$ cat src/common/sysio_cfg_pkg.sv
// system i/o configuration bank: offsets, fields, reset values, encodings
// assumes configuration cycles arrive already decoded to this function
// Contract
// - pin function one bit 15 moves channel-5 request onto channel-0 request pin
// - pin function one bit 14 turns pci grant 2 into chip select 1
// - bit 13 forces interrupt-3 pin to power event 2 unless trigger bit 12 is set, else group field decides
// - interrupt-2 pin follows group field unless trigger bit 11 is set; code 10 gives local device select
// - field 11:10 gives pci interrupt 1 or timer output 0
// - interrupt-0 field gives pci interrupt 0 or power event 1
// - field 7:6 follows group or forces acknowledge 7 on ack-3 pin
// - field 5:4 follows group, forces acknowledge 6 or chip select 2
// - field 3:2 follows group or forces acknowledge 5; code 11 unused
// - group field 1:0 picks explicit or encoded shared pin sets
// - cycle control bit 15 lets rom chip select assert on writes
// - field 13:12 divides local clock by 4, 3, 2 or 1 for isa clock
// - bit 11 sets one or zero clock turnaround for cpu pci writes
// - field 10:8 preempts pci master after 260 down to 5 clocks
// - bit 7 forwards dma/isa accesses while local memory unclaimed; retry at 16
// - bit 6 narrows transceiver direction to rom and nvram accesses
// - bits 5, 4, 3 enable parity to serr, address parity, abort serr
// - bit 1 picks slow subtractive sample point; resets to one
// - bit 0 makes vl cycles wait for pci initiator ready
// - pin function two assigns irq12, irq10, irq6, irq4 multiplexed inputs
// - request fields pick base, shared or high channel; pci_request1_n needs bit 1 clear
// - each rom segment bit enables a 32k segment; top boot segments inverted
// - trigger bits 12 and 11 force interrupt pins 3 and 2 to chip selects
package sysio_cfg_pkg;
  localparam logic [7:0] OFS_MISC_ONE = 8'h42;
  localparam logic [7:0] OFS_PIN_ONE = 8'h44;
  localparam logic [7:0] OFS_CYC_ONE = 8'h46;
  localparam logic [7:0] OFS_PIN_TWO = 8'h48;
  localparam logic [7:0] OFS_ROM_SEG = 8'h4a;

  localparam logic [15:0] RST_MISC_ONE = 16'h0000;
  localparam logic [15:0] RST_PIN_ONE = 16'h0000;
  localparam logic [15:0] RST_CYC_ONE = 16'h0006;
  localparam logic [15:0] RST_PIN_TWO = 16'h0000;
  localparam logic [15:0] RST_ROM_SEG = 16'h0000;
  // rom segment bits whose sense is inverted (0 = enabled)
  localparam logic [15:0] ROM_SEG_INVERT = 16'hc0c0;

  // pin function one fields
  localparam int PF1_DMA_REQ_CH5_MOVE = 15;
  localparam int PF1_GNT2_GPCS = 14;
  localparam int PF1_INT3_EPMI = 13;
  localparam int PF1_INT2_RSV = 12;
  localparam int PF1_INT1_LO = 10;
  localparam int PF1_INT0_LO = 8;
  localparam int PF1_ACK3_LO = 6;
  localparam int PF1_ACK1_LO = 4;
  localparam int PF1_ACK0_LO = 2;
  localparam int PF1_GROUP_LO = 0;
  // cycle control one fields
  localparam int CC_ROM_WR = 15;
  localparam int CC_ISA_DIV_LO = 12;
  localparam int CC_TURN_ZERO = 11;
  localparam int CC_PREEMPT_LO = 8;
  localparam int CC_DMA_FWD = 7;
  localparam int CC_XCVR_DIRECTION_NARROW = 6;
  localparam int CC_PERR_SERR = 5;
  localparam int CC_ADDR_PAR = 4;
  localparam int CC_TABORT_SERR = 3;
  localparam int CC_SLOW_SAMPLE = 1;
  localparam int CC_VL_WAIT = 0;
  // pin function two fields
  localparam int PF2_IRQ12_LO = 13;
  localparam int PF2_IRQ10_MUX = 12;
  localparam int PF2_IRQ6_MUX = 11;
  localparam int PF2_IRQ4_MUX = 10;
  localparam int PF2_DMA_REQ_CH7_LO = 8;
  localparam int PF2_DMA_REQ_CH3_LO = 6;
  localparam int PF2_DMA_REQ_CH1_LO = 4;
  localparam int PF2_DMA_REQ_CH0_LO = 2;
  localparam int PF2_PCI_REQUEST1_N_RSV = 1;

  localparam int RETRY_UNMASK_CLKS = 16;
  localparam logic [8:0] PREEMPT_CLKS_1 = 9'd260;
  localparam logic [8:0] PREEMPT_CLKS_2 = 9'd132;
  localparam logic [8:0] PREEMPT_CLKS_3 = 9'd68;
  localparam logic [8:0] PREEMPT_CLKS_4 = 9'd36;
  localparam logic [8:0] PREEMPT_CLKS_5 = 9'd20;
  localparam logic [8:0] PREEMPT_CLKS_6 = 9'd12;
  localparam logic [8:0] PREEMPT_CLKS_7 = 9'd5;

  typedef enum logic [1:0] {
    INT3_PCI = 2'b00, INT3_LRDY = 2'b01, INT3_EXT_PM_EVENT2_N = 2'b10, INT3_GP_CHIP_SELECT1_N = 2'b11
  } int3_fn_t;
  typedef enum logic [1:0] {
    INT2_PCI = 2'b00, INT2_LDEV = 2'b01, INT2_GP_CHIP_SELECT0_N = 2'b10
  } int2_fn_t;
  typedef enum logic [1:0] {
    ACK_EXPLICIT = 2'b00, ACK_ENCODED = 2'b01, ACK_HIGH = 2'b10, ACK_GPCS = 2'b11
  } ack_fn_t;
  typedef enum logic [1:0] {
    REQ_BASE = 2'b00, REQ_SHARED = 2'b01, REQ_HIGH = 2'b10, REQ_RSV = 2'b11
  } req_fn_t;
endpackage

$ cat src/verilog/sysio_cfg_bank.sv
// system i/o configuration bank with pin routing, isa clock, preemption and rom decode
// assumes same-clock config strobes; trigger bits come from the neighbouring register
`timescale 1ns/100ps
module sysio_cfg_bank (
  input wire logic ref_clk, // local bus clock
  input wire logic sys_rst, // sync reset, active high
  input wire logic cfg_sel, // config cycle strobe
  input wire logic cfg_we, // 1 write, 0 read
  input wire logic [7:0] cfg_addr, // config byte offset
  input wire logic [1:0] cfg_be, // byte enables
  input wire logic [15:0] cfg_wdata, // write data
  output logic [15:0] cfg_rdata, // read data
  output logic cfg_ack, // one-cycle answer
  input wire logic trig_int3_gp_chip_select1_n, // trigger reg bit 12
  input wire logic trig_int2_gp_chip_select0_n, // trigger reg bit 11
  output logic dma_req_ch5_on_dma_req_ch0, // channel-5 request on channel-0 pin
  output logic grant2_is_gp_chip_select1_n, // grant-2 pin is chip select 1
  output sysio_cfg_pkg::int3_fn_t int3_fn, // interrupt-3 pin function
  output sysio_cfg_pkg::int2_fn_t int2_fn, // interrupt-2 pin function
  output logic int1_is_timer0, // interrupt-1 pin drives timer0_output
  output logic int0_is_ext_pm_event1_n, // interrupt-0 pin is ext_pm_event1_n
  output sysio_cfg_pkg::ack_fn_t ack3_fn, // ack-3 pin function
  output sysio_cfg_pkg::ack_fn_t ack1_fn, // ack-1 pin function
  output sysio_cfg_pkg::ack_fn_t ack0_fn, // ack-0 pin function
  output logic [1:0] group_mode, // shared pin group
  output logic irq12_is_muxed, // irq12 pin is muxed_pci_int_2_3
  output logic irq10_is_muxed, // muxed_isa_int_10_12
  output logic irq6_is_muxed, // muxed_pci_int_0_1
  output logic irq4_is_muxed, // muxed_isa_int_4_6
  output sysio_cfg_pkg::req_fn_t dma_req_ch3_fn, // channel-3 request pin
  output sysio_cfg_pkg::req_fn_t dma_req_ch1_fn, // channel-1 request pin
  output sysio_cfg_pkg::req_fn_t dma_req_ch0_fn, // channel-0 request pin
  output logic dma_req_ch7_is_ext_pm_event1_n, // channel-7 request pin is event 1
  output logic pci_request1_n_enabled, // pci_request1_n active
  output logic isa_clk_tick, // one pulse per isa_bus_clock period
  output logic wr_turnaround, // 1 = one clock turnaround
  input wire logic pci_other_req, // unserviced request pending
  output logic pci_preempt, // preempt owning master
  input wire logic dma_isa_access, // dma/isa master cycle to pci/vl
  input wire logic local_mem_claim_n, // pin, asynchronous
  output logic dma_fwd, // forward the access
  output logic retry_unmask, // master retry unmasked
  input wire logic acc_rom, // rom access
  input wire logic acc_kbd, // keyboard controller access
  input wire logic acc_rtc, // clock chip access
  input wire logic acc_nvram, // nvram access
  output logic xcvr_direction, // transceiver direction
  output logic perr_serr_en, // data parity to system error
  output logic addr_parity_en, // address parity check
  output logic tabort_serr_en, // target abort system error
  output logic slow_sample, // subtractive decode slow point
  input wire logic vl_req, // vl cycle requested
  input wire logic pci_irdy_n, // pci initiator ready
  output logic vl_start, // vl cycle start
  input wire logic mem_cycle, // memory cycle valid
  input wire logic mem_write, // memory cycle is a write
  input wire logic [31:15] mem_addr, // 32k segment address
  output logic rom_chip_select_n // rom select
);
  import sysio_cfg_pkg::*;

  logic [15:0] misc_control_one_reg;
  logic [15:0] pin_function_one_reg;
  logic [15:0] cycle_control_one_reg;
  logic [15:0] pin_function_two_reg;
  logic [15:0] rom_segment_select_reg;

  function automatic logic [15:0] merge(input logic [15:0] old, input logic [15:0] val, input logic [1:0] be);
    merge = {be[1] ? val[15:8] : old[15:8], be[0] ? val[7:0] : old[7:0]};
  endfunction

  function automatic ack_fn_t ack_pick(input logic [1:0] fld, input logic [1:0] grp, input logic gp_ok);
    if (!fld[1]) begin
      ack_pick = grp[1] ? ACK_ENCODED : ACK_EXPLICIT;
    end else if (fld[0] && gp_ok) begin
      ack_pick = ACK_GPCS;
    end else begin
      ack_pick = ACK_HIGH;
    end
  endfunction

  function automatic req_fn_t req_pick(input logic [1:0] fld);
    req_pick = req_fn_t'(fld);
  endfunction

  wire wr_hit = cfg_sel && cfg_we;

  always_ff @(posedge ref_clk) begin
    if (sys_rst) begin
      misc_control_one_reg <= RST_MISC_ONE;
      pin_function_one_reg <= RST_PIN_ONE;
      cycle_control_one_reg <= RST_CYC_ONE;
      pin_function_two_reg <= RST_PIN_TWO;
      rom_segment_select_reg <= RST_ROM_SEG;
    end else if (wr_hit) begin
      if (cfg_addr == OFS_MISC_ONE) misc_control_one_reg <= merge(misc_control_one_reg, cfg_wdata, cfg_be);
      if (cfg_addr == OFS_PIN_ONE) pin_function_one_reg <= merge(pin_function_one_reg, cfg_wdata, cfg_be);
      if (cfg_addr == OFS_CYC_ONE) cycle_control_one_reg <= merge(cycle_control_one_reg, cfg_wdata, cfg_be);
      if (cfg_addr == OFS_PIN_TWO) pin_function_two_reg <= merge(pin_function_two_reg, cfg_wdata, cfg_be);
      if (cfg_addr == OFS_ROM_SEG) rom_segment_select_reg <= merge(rom_segment_select_reg, cfg_wdata, cfg_be);
    end
  end

  // read answer, unmapped reads give zero
  always_ff @(posedge ref_clk) begin
    if (sys_rst) begin
      cfg_rdata <= 16'h0000;
      cfg_ack <= 1'b0;
    end else begin
      cfg_ack <= cfg_sel;
      cfg_rdata <= 16'h0000;
      if (cfg_sel && !cfg_we) begin
        unique case (cfg_addr)
          OFS_MISC_ONE: cfg_rdata <= misc_control_one_reg;
          OFS_PIN_ONE: cfg_rdata <= pin_function_one_reg;
          OFS_CYC_ONE: cfg_rdata <= cycle_control_one_reg;
          OFS_PIN_TWO: cfg_rdata <= pin_function_two_reg;
          OFS_ROM_SEG: cfg_rdata <= rom_segment_select_reg;
          default: cfg_rdata <= 16'h0000;
        endcase
      end
    end
  end

  wire [15:0] pf1 = pin_function_one_reg;
  wire [15:0] pf2 = pin_function_two_reg;
  wire [15:0] cc = cycle_control_one_reg;
  wire [1:0] grp = pf1[PF1_GROUP_LO +: 2];

  // pin routing from register contents
  always_ff @(posedge ref_clk) begin
    if (sys_rst) begin
      dma_req_ch5_on_dma_req_ch0 <= 1'b0;
      grant2_is_gp_chip_select1_n <= 1'b0;
      int3_fn <= INT3_PCI;
      int2_fn <= INT2_PCI;
      int1_is_timer0 <= 1'b0;
      int0_is_ext_pm_event1_n <= 1'b0;
      ack3_fn <= ACK_EXPLICIT;
      ack1_fn <= ACK_EXPLICIT;
      ack0_fn <= ACK_EXPLICIT;
      group_mode <= 2'b00;
    end else begin
      dma_req_ch5_on_dma_req_ch0 <= pf1[PF1_DMA_REQ_CH5_MOVE];
      grant2_is_gp_chip_select1_n <= pf1[PF1_GNT2_GPCS];
      if (trig_int3_gp_chip_select1_n) begin
        int3_fn <= INT3_GP_CHIP_SELECT1_N;
      end else if (pf1[PF1_INT3_EPMI]) begin
        int3_fn <= INT3_EXT_PM_EVENT2_N;
      end else begin
        int3_fn <= (grp == 2'b10) ? INT3_LRDY : INT3_PCI;
      end
      if (trig_int2_gp_chip_select0_n) begin
        int2_fn <= INT2_GP_CHIP_SELECT0_N;
      end else begin
        int2_fn <= (grp == 2'b10) ? INT2_LDEV : INT2_PCI;
      end
      int1_is_timer0 <= (pf1[PF1_INT1_LO +: 2] == 2'b01);
      // power event 1 on interrupt 0
      int0_is_ext_pm_event1_n <= (pf1[PF1_INT0_LO +: 2] == 2'b01);
      ack3_fn <= ack_pick(pf1[PF1_ACK3_LO +: 2], grp, 1'b0);
      ack1_fn <= ack_pick(pf1[PF1_ACK1_LO +: 2], grp, 1'b1);
      // acknowledge-0 pin, code 11 treated as 10
      ack0_fn <= ack_pick(pf1[PF1_ACK0_LO +: 2], grp, 1'b0);
      group_mode <= grp;
    end
  end

  always_ff @(posedge ref_clk) begin
    if (sys_rst) begin
      irq12_is_muxed <= 1'b0;
      irq10_is_muxed <= 1'b0;
      irq6_is_muxed <= 1'b0;
      irq4_is_muxed <= 1'b0;
      dma_req_ch3_fn <= REQ_BASE;
      dma_req_ch1_fn <= REQ_BASE;
      dma_req_ch0_fn <= REQ_BASE;
      dma_req_ch7_is_ext_pm_event1_n <= 1'b0;
      pci_request1_n_enabled <= 1'b1;
    end else begin
      irq12_is_muxed <= (pf2[PF2_IRQ12_LO +: 2] == 2'b10);
      irq10_is_muxed <= pf2[PF2_IRQ10_MUX];
      irq6_is_muxed <= pf2[PF2_IRQ6_MUX];
      irq4_is_muxed <= pf2[PF2_IRQ4_MUX];
      dma_req_ch3_fn <= req_pick(pf2[PF2_DMA_REQ_CH3_LO +: 2]);
      dma_req_ch1_fn <= req_pick(pf2[PF2_DMA_REQ_CH1_LO +: 2]);
      dma_req_ch0_fn <= req_pick(pf2[PF2_DMA_REQ_CH0_LO +: 2]);
      dma_req_ch7_is_ext_pm_event1_n <= (pf2[PF2_DMA_REQ_CH7_LO +: 2] == 2'b01);
      pci_request1_n_enabled <= !pf2[PF2_PCI_REQUEST1_N_RSV];
    end
  end

  logic [1:0] isa_cnt_reg;
  wire [1:0] isa_last = 2'd3 - cc[CC_ISA_DIV_LO +: 2];
  always_ff @(posedge ref_clk) begin
    if (sys_rst) begin
      isa_cnt_reg <= 2'd0;
      isa_clk_tick <= 1'b0;
    end else begin
      isa_clk_tick <= (isa_cnt_reg >= isa_last);
      isa_cnt_reg <= (isa_cnt_reg >= isa_last) ? 2'd0 : isa_cnt_reg + 2'd1;
    end
  end

  function automatic logic [8:0] preempt_limit(input logic [2:0] code);
    unique case (code)
      3'd1: preempt_limit = PREEMPT_CLKS_1;
      3'd2: preempt_limit = PREEMPT_CLKS_2;
      3'd3: preempt_limit = PREEMPT_CLKS_3;
      3'd4: preempt_limit = PREEMPT_CLKS_4;
      3'd5: preempt_limit = PREEMPT_CLKS_5;
      3'd6: preempt_limit = PREEMPT_CLKS_6;
      3'd7: preempt_limit = PREEMPT_CLKS_7;
      default: preempt_limit = 9'd0;
    endcase
  endfunction

  logic [8:0] wait_cnt_reg;
  wire [2:0] pre_code = cc[CC_PREEMPT_LO +: 3];
  always_ff @(posedge ref_clk) begin
    if (sys_rst) begin
      wait_cnt_reg <= 9'd0;
      pci_preempt <= 1'b0;
    end else if (!pci_other_req || pre_code == 3'd0) begin
      wait_cnt_reg <= 9'd0;
      pci_preempt <= 1'b0;
    end else begin
      if (wait_cnt_reg != 9'h1ff) wait_cnt_reg <= wait_cnt_reg + 9'd1;
      pci_preempt <= ({1'b0, wait_cnt_reg} + 10'd1 >= {1'b0, preempt_limit(pre_code)});
    end
  end

  // local memory claim pin, three stages, change when last two agree
  logic local_mem_claim_n_s1_reg, local_mem_claim_n_s2_reg, local_mem_claim_n_s3_reg, local_mem_claim_n_n_reg;
  always_ff @(posedge ref_clk) begin
    if (sys_rst) begin
      local_mem_claim_n_s1_reg <= 1'b1;
      local_mem_claim_n_s2_reg <= 1'b1;
      local_mem_claim_n_s3_reg <= 1'b1;
      local_mem_claim_n_n_reg <= 1'b1;
    end else begin
      local_mem_claim_n_s1_reg <= local_mem_claim_n;
      local_mem_claim_n_s2_reg <= local_mem_claim_n_s1_reg;
      local_mem_claim_n_s3_reg <= local_mem_claim_n_s2_reg;
      if (local_mem_claim_n_s2_reg == local_mem_claim_n_s3_reg) local_mem_claim_n_n_reg <= local_mem_claim_n_s3_reg;
    end
  end

  logic [4:0] retry_cnt_reg;
  always_ff @(posedge ref_clk) begin
    if (sys_rst) begin
      dma_fwd <= 1'b0;
      retry_cnt_reg <= 5'd0;
      retry_unmask <= 1'b0;
    end else begin
      dma_fwd <= dma_isa_access && cc[CC_DMA_FWD] && local_mem_claim_n_n_reg;
      if (!dma_isa_access) begin
        retry_cnt_reg <= 5'd0;
        retry_unmask <= 1'b0;
      end else begin
        if (retry_cnt_reg != 5'(RETRY_UNMASK_CLKS)) retry_cnt_reg <= retry_cnt_reg + 5'd1;
        retry_unmask <= (retry_cnt_reg + 5'd1 >= 5'(RETRY_UNMASK_CLKS));
      end
    end
  end

  function automatic logic seg_enabled(input logic [31:15] a, input logic [15:0] sel);
    logic [15:0] en;
    en = sel ^ ROM_SEG_INVERT;
    seg_enabled = 1'b0;
    // top 256k of the 4g space: bits 15:8
    if (a[31:18] == 14'h3fff) begin
      seg_enabled = en[{1'b1, a[17:15]}];
    // c0000 to fffff below 1m: bits 7:0
    end else if (a[31:18] == 14'h0003) begin
      seg_enabled = en[{1'b0, a[17:15]}];
    end
  endfunction

  // misc outputs
  always_ff @(posedge ref_clk) begin
    if (sys_rst) begin
      wr_turnaround <= 1'b1;
      xcvr_direction <= 1'b0;
      perr_serr_en <= 1'b0;
      addr_parity_en <= 1'b0;
      tabort_serr_en <= 1'b0;
      slow_sample <= 1'b1;
      vl_start <= 1'b0;
      rom_chip_select_n <= 1'b1;
    end else begin
      wr_turnaround <= !cc[CC_TURN_ZERO];
      xcvr_direction <= acc_rom || acc_nvram || (!cc[CC_XCVR_DIRECTION_NARROW] && (acc_kbd || acc_rtc));
      perr_serr_en <= cc[CC_PERR_SERR];
      addr_parity_en <= cc[CC_ADDR_PAR];
      tabort_serr_en <= cc[CC_TABORT_SERR];
      slow_sample <= cc[CC_SLOW_SAMPLE];
      vl_start <= vl_req && (!cc[CC_VL_WAIT] || !pci_irdy_n);
      rom_chip_select_n <= !(mem_cycle && seg_enabled(mem_addr, rom_segment_select_reg)
                             && (!mem_write || cc[CC_ROM_WR]));
    end
  end
endmodule // sysio_cfg_bank

$ cat config.mk
export PLATFORM = sky130hd
export DESIGN_NAME = sysio_cfg_bank
export DESIGN_NICKNAME = d
export VERILOG_FILES = /design/src/common/sysio_cfg_pkg.sv /design/src/verilog/sysio_cfg_bank.sv
export SDC_FILE = /design/constraint.sdc
export NUM_CORES = 1
export LEC_CHECK = 0
export ABC_AREA = 0
export BUFFER_PORTS_ARGS = -buffer_cell sky130_fd_sc_hd__buf_2
export CORE_UTILIZATION = 55
export DETAILED_ROUTE_END_ITERATION = 16
export GPL_TIMING_DRIVEN = 0
export PLACE_DENSITY_LB_ADDON = 0.2
export SLEW_MARGIN = 20
export SYNTH_ARGS = -nofsm -noshare
export SYNTH_HDL_FRONTEND = slang
export SYNTH_SLANG_ARGS = --single-unit
$ cat constraint.sdc
create_clock -name ref_clk -period 2.3 [get_ports ref_clk]
set_input_delay 0.23 -clock ref_clk [delete_from_list [all_inputs] [get_ports ref_clk]]
set_output_delay 0.23 -clock ref_clk [all_outputs]
set_load 0.05 [all_outputs]
# After elaboration in Yosys (flattened, before gate mapping)
# Cells that the tools add are included.
totals:
  regBits: 157
  in_bits: 60
  output_inout_bits: 57
  word_cells: 149
op_classes:
  addsub: 5
  magnitude_cmp: 5
  eq_ne: 22
  mux: 20
  bitwise_logic: 3
  reduce_logical: 41
ops:
  columns: ["op", "count"]
  rows:
  - ["case mux 16 bit (5 select lines)", 1]
  - ["case mux 9 bit (7 select lines)", 1]
  - ["equality test 8 x 7 -> 1 bit (second input constant)", 5]
  - ["AND reduction 3 bit", 10]
  - ["two-way mux 9 bit", 2]
  - ["equality test 14 bit (second input constant)", 1]
  - ["equality test 14 x 2 -> 1 bit (second input constant)", 1]
  - ["OR reduction 2 bit", 7]
  - ["equality test 3 bit (second input constant)", 4]
  - ["two-way mux 2 bit", 6]
  - ["adder 9 x 1 -> 10 bit (second input constant)", 1]
  - ["greater-or-equal comparator 10 x 9 -> 1 bit", 1]
  - ["adder 9 x 1 -> 9 bit (second input constant)", 1]
  - ["logical NOT 1 bit", 9]
  - ["inequality test 9 bit (second input constant)", 1]
  - ["logical AND 1 bit", 8]
  - ["two-way mux 1 bit", 8]
  - ["binary-select mux 1 bit (select 3 bit)", 2]
  - ["equality test 2 x 1 -> 1 bit (second input constant)", 3]
  - ["equality test 3 x 2 -> 1 bit (second input constant)", 2]
  - ["logical OR 1 bit", 6]
  - ["adder 5 x 1 -> 5 bit (second input constant)", 1]
  - ["greater-or-equal comparator 5 bit (second input constant)", 1]
  - ["less-than comparator 3 x 5 -> 1 bit (second input constant)", 1]
  - ["11 further kinds", 13]

# Logic depth before layout (Yosys ltp)
depth:
  word_depth: 9
  depth_mapped: 10

# Worst setup path before layout
# No wires, ideal clock.
synth_timing:
  kind: "reg2reg"
  start: "register wait_cnt_reg[0]"
  end: "register pci_preempt"
  setup_ns: 0.132
  arrival_time_ns: 1.984
  required_time_ns: 2.168
  path_slack_ns: 0.185
  stages_incl_launch_ff: 11
  n_path_buf: 0
  period_less_slack_ns: 2.115
  path_cell_list: "dfxtp_1 > ha_1 > nand3_1 > nor2_1 > and3_1 > ha_1 > ha_1 > a211oi_1 > o31ai_1 > a41oi_1 > nor3_1"
synth_via:
  elab_chain_cells: 2
synth_lines:
  columns: ["item", "line_no", "source"]
  rows:
  - ["start, declared", "sysio_cfg_bank.sv:218", "logic [8:0] wait_cnt_reg;"]
  - ["start signal, assigned", "sysio_cfg_bank.sv:228", "if (wait_cnt_reg != 9'h1ff) wait_cnt_reg <= wait_cnt_reg + 9'd1;"]
  - ["adder 9 x 1 -> 10 bit", "sysio_cfg_bank.sv:229", "pci_preempt <= ({1'b0, wait_cnt_reg} + 10'd1 >= {1'b0, preempt_limit(pre_code)});"]
  - ["greater-or-equal comparator 10 x 9 -> 1 bit", "sysio_cfg_bank.sv:229", null]
  - ["end signal, assigned", "sysio_cfg_bank.sv:229", null]
  - ["end, declared", "sysio_cfg_bank.sv:38", "output logic pci_preempt,"]
# Every way passes these cells.
# A chain may end at the register's enable or synchronous reset.

# Worst setup path after layout
layout_timing:
  start: "input port cfg_addr[5]"
  end: "register misc_control_one_reg[15]"
layout_via:
  elab_chain_cells: 2
layout_lines:
  columns: ["item", "line_no", "source"]
  rows:
  - ["start, declared", "sysio_cfg_bank.sv:9", "input wire logic [7:0] cfg_addr,"]
  - ["equality test 8 x 7 -> 1 bit", "sysio_cfg_bank.sv:96", "if (cfg_addr == OFS_MISC_ONE) misc_control_one_reg <= merge(misc_control_one_reg, cfg_wdata, cfg_be);"]
  - ["AND reduction 3 bit (no source line)", null, null]
  - ["end signal, assigned", "sysio_cfg_bank.sv:96", null]
  - ["end, declared", "sysio_cfg_bank.sv:62", "logic [15:0] misc_control_one_reg;"]
# Every way passes these cells.

==> flow_metrics.tcl <==
set metrics [dict create \
    slew_headroom_pct 32.97 \
    p_sw_uw 1294 \
    synth-xor-area-share_pct 2.158 \
    rows 39 \
    dp_hpwl_um 12170 \
    synth.distinct_cells 47 \
    avgViaCountPerCell 5.831 \
    worst_slew_pin_slew_ns 0.9980 \
    antenna_found_initial 0 \
    holdPathStages 3 \
    crit_path_start_kind "primary input" \
    ys_ff_latch 157 \
    place.gp.congestion 0.8911 \
    synthAdderAreaFrac_pct 2.697 \
    finClkSkew_ns 0.006750 \
    clkSlewWorstSetupHoldPaths_ns 0.06 \
    rr_worst_depth 7 \
    p_int_uw 4670 \
    hold_slack_ns 0.03201 \
    power.density_nw_per_um2 750.6 \
    critPathKind "in -> reg" \
    synth_edf_count 0 \
    finalCritPeriodShare_pct 96.01 \
    synth_area_leader_cell "dfxtp_1" \
    initial_core_util_pct 56.64 \
    yosysWarnings 0 \
    fin_nets 866 \
    yosys-top-cells-count "dfxtp_1, nor2_1, mux2i_1" \
    syn_area_um2 6495 \
    cts_tree "yes" \
    grt_overflow_total 0 \
    reg2reg_to "pci_preempt" \
    die_area_um2 12250 \
    firstDrtPassIters 5 \
    vias 5528 \
    cp.arrival_ns 2.49 \
    ir_drop_uv 546.8 \
    cts_num_sinks 157 \
    period_minus_slack_ns 2.208 \
    n_antenna_cell 0 \
    io_buffer_count 114 \
    synth_top_area_share_pct 48.39 \
    combPwrFrac_pct 5.1 \
    synthSimpleGateAreaFrac_pct 20.86 \
    finalWirelength_um 17220 \
    finish.instance_area_um2 7945 \
    cap_violations 0 \
    grt_usage_pct 28.96 \
    cts_buffers 17 \
    synthFlopType "dfxtp_1" \
    routedWlPerCell_um 18.16 \
    pin_count 117 \
    drive_above_1_share_pct 22.86 \
    placed_area_um2 7244 \
    setup_viol 0 \
    swShare_pct 21.69 \
    htree_levels 4 \
    slew_viol_final 0 \
    seqPwrFrac_pct 46.1 \
    drcViolationCount 0 \
    hp-class "in -> reg" \
    post-place-ws_ns -0.2124 \
    regToRegStartpoint "cc[9]" \
    power.leakage_uw 0.003489 \
    synth.avg_cell_area_um2 9.931 \
    fill_cells 890 \
    power.share.clock_pct 48.9 \
    yosysMostFrequentCell "dfxtp_1" \
    synth-compound-area-share_pct 6.357 \
    core_area_um2 11470 \
    synth_top_family_by_area "simple AND/OR/NAND/NOR gates" \
    status "finished clean" \
    grt_max_degree 17 \
    grt_pass1_vias 5422 \
    finalHoldViolCount 0 \
    synth-seq-area-share_pct 48.39 \
    cp.required_ns 2.59 \
    clock_path_buffers 2 \
    synth.mux.area_fraction_pct 16.80 \
    fp.dieH_um 110.7 \
    crit_fanout 10 \
    drtIter0Drc 505 \
    r2r_slack_ns 0.18 \
    grt_pass1_wl_um 27680 \
    endpoint "misc_control_one_reg[15]" \
    ys_async_sr_fraction_pct 0 \
    fin_ws_ns 0.09171 \
    yosys-top-cells-area "dfxtp_1, mux2i_1, nor2_1, ha_1, nor2b_1" \
    antenna_left 0 \
    endpoint_kind "flip-flop" \
    postSynthCellCount 654 \
    startpoint "cfg_addr[5]" \
    die-width_um 110.7 \
    syn_nets 728 \
    max_freq_mhz 452.8 \
    clockRootBuffer "clkbuf_16" \
    clk_latency_ns 0.43 \
    syn_to_final_growth_pct 22.33 \
]
worst max-delay path, cell delays in order:
cell and delay, ns:
buf_2 0.11, nor4b_1 0.43, clkbuf_1 0.35, buf_2 0.34, nand4_1 0.60, mux2i_1 0.37
nor2_1 0.07
routing by layer:
layer  track usage, %  vias up  share of wire [%]
li1                 -     2578                  -
met2            47.33      286                 47
met5                0        -                  0
met4            11.73        0                2.5
met1            36.21     2620                 41
met3            7.818       44                8.7
power by group through the flow:
stage | registers [µW] | clock network, µW | logic [µW]
floorplan | 2830 | 0 | 125
global placement | 2810 | 0 | 284
detailed placement | 2810 | 0 | 292
CTS | 2750 | 2940 | 298
global route | 2750 | 3080 | 324
finish | 2750 | 2920 | 302
cells by family after synthesis:
| kind of cell | count (synthesis) |
|---|---|
| AOI/OAI and AO/OA | 57 |
| xor gates and xnor gates | 16 |
| adders and majority gates | 14 |
| buffers and inverters | 45 |
| DFF | 157 |
| muxes | 105 |
| and+or+nand+nor | 260 |
per-stage QoR:
stage / util [%] / total power [µW] / cells / setup TNS, ns
after CTS: 68.87 / 5988 / 946 / 0
after global placement: 63.18 / 3089 / 911 / -4.953
after global routing: 69.29 / 6153 / 948 / -0.01170
final: 69.29 / 5964 / 948 / 0
after detailed placement: 63.18 / 3099 / 911 / -5.223
after floorplan: - / 2956 / 654 / 0
placed cells by master, fill, tap and decap left out, types with 17 or more instances in the layout:
cell,count
mux2i_1,91
nand4_1,17
clkbuf_16,17
a21oi_1,21
nor2_1,112
buf_2,115
dfxtp_1,155
nand3_1,26
clkbuf_1,31
nor2b_1,27
worst min path at each step:
stage	startpoint	end
floorplan	trig_int2_gp_chip_select0_n	int2_fn[0]
global placement	local_mem_claim_n_s1_reg	local_mem_claim_n_s2_reg
detailed placement	cc[11]	wr_turnaround
CTS	vl_req	vl_start
global route	acc_rom	xcvr_direction
finish	vl_req	vl_start
area by class of cell:
cell class	instances	area (µm²)	area share, %
plain buffers	36	143.9	1.811
clock buffers	20	446.7	5.622
clock inverters	12	168.9	2.126
inverters	9	33.78	0.4252
multi-input cells	452	3212	40.43
flip-flops and latches	157	3146	39.59
well taps	143	178.9	2.252
repair buffers	119	615.6	7.748
what timing repair did:
item,in CTS,in global routing
pin swaps,0,3
gates resized for setup,2,7
endpoints found under the setup margin,1,7
hold buffers,3,0
buffers inserted,0,2
endpoints found under the hold margin,3,0
Note: power is estimated with default switching activity, not from simulation.
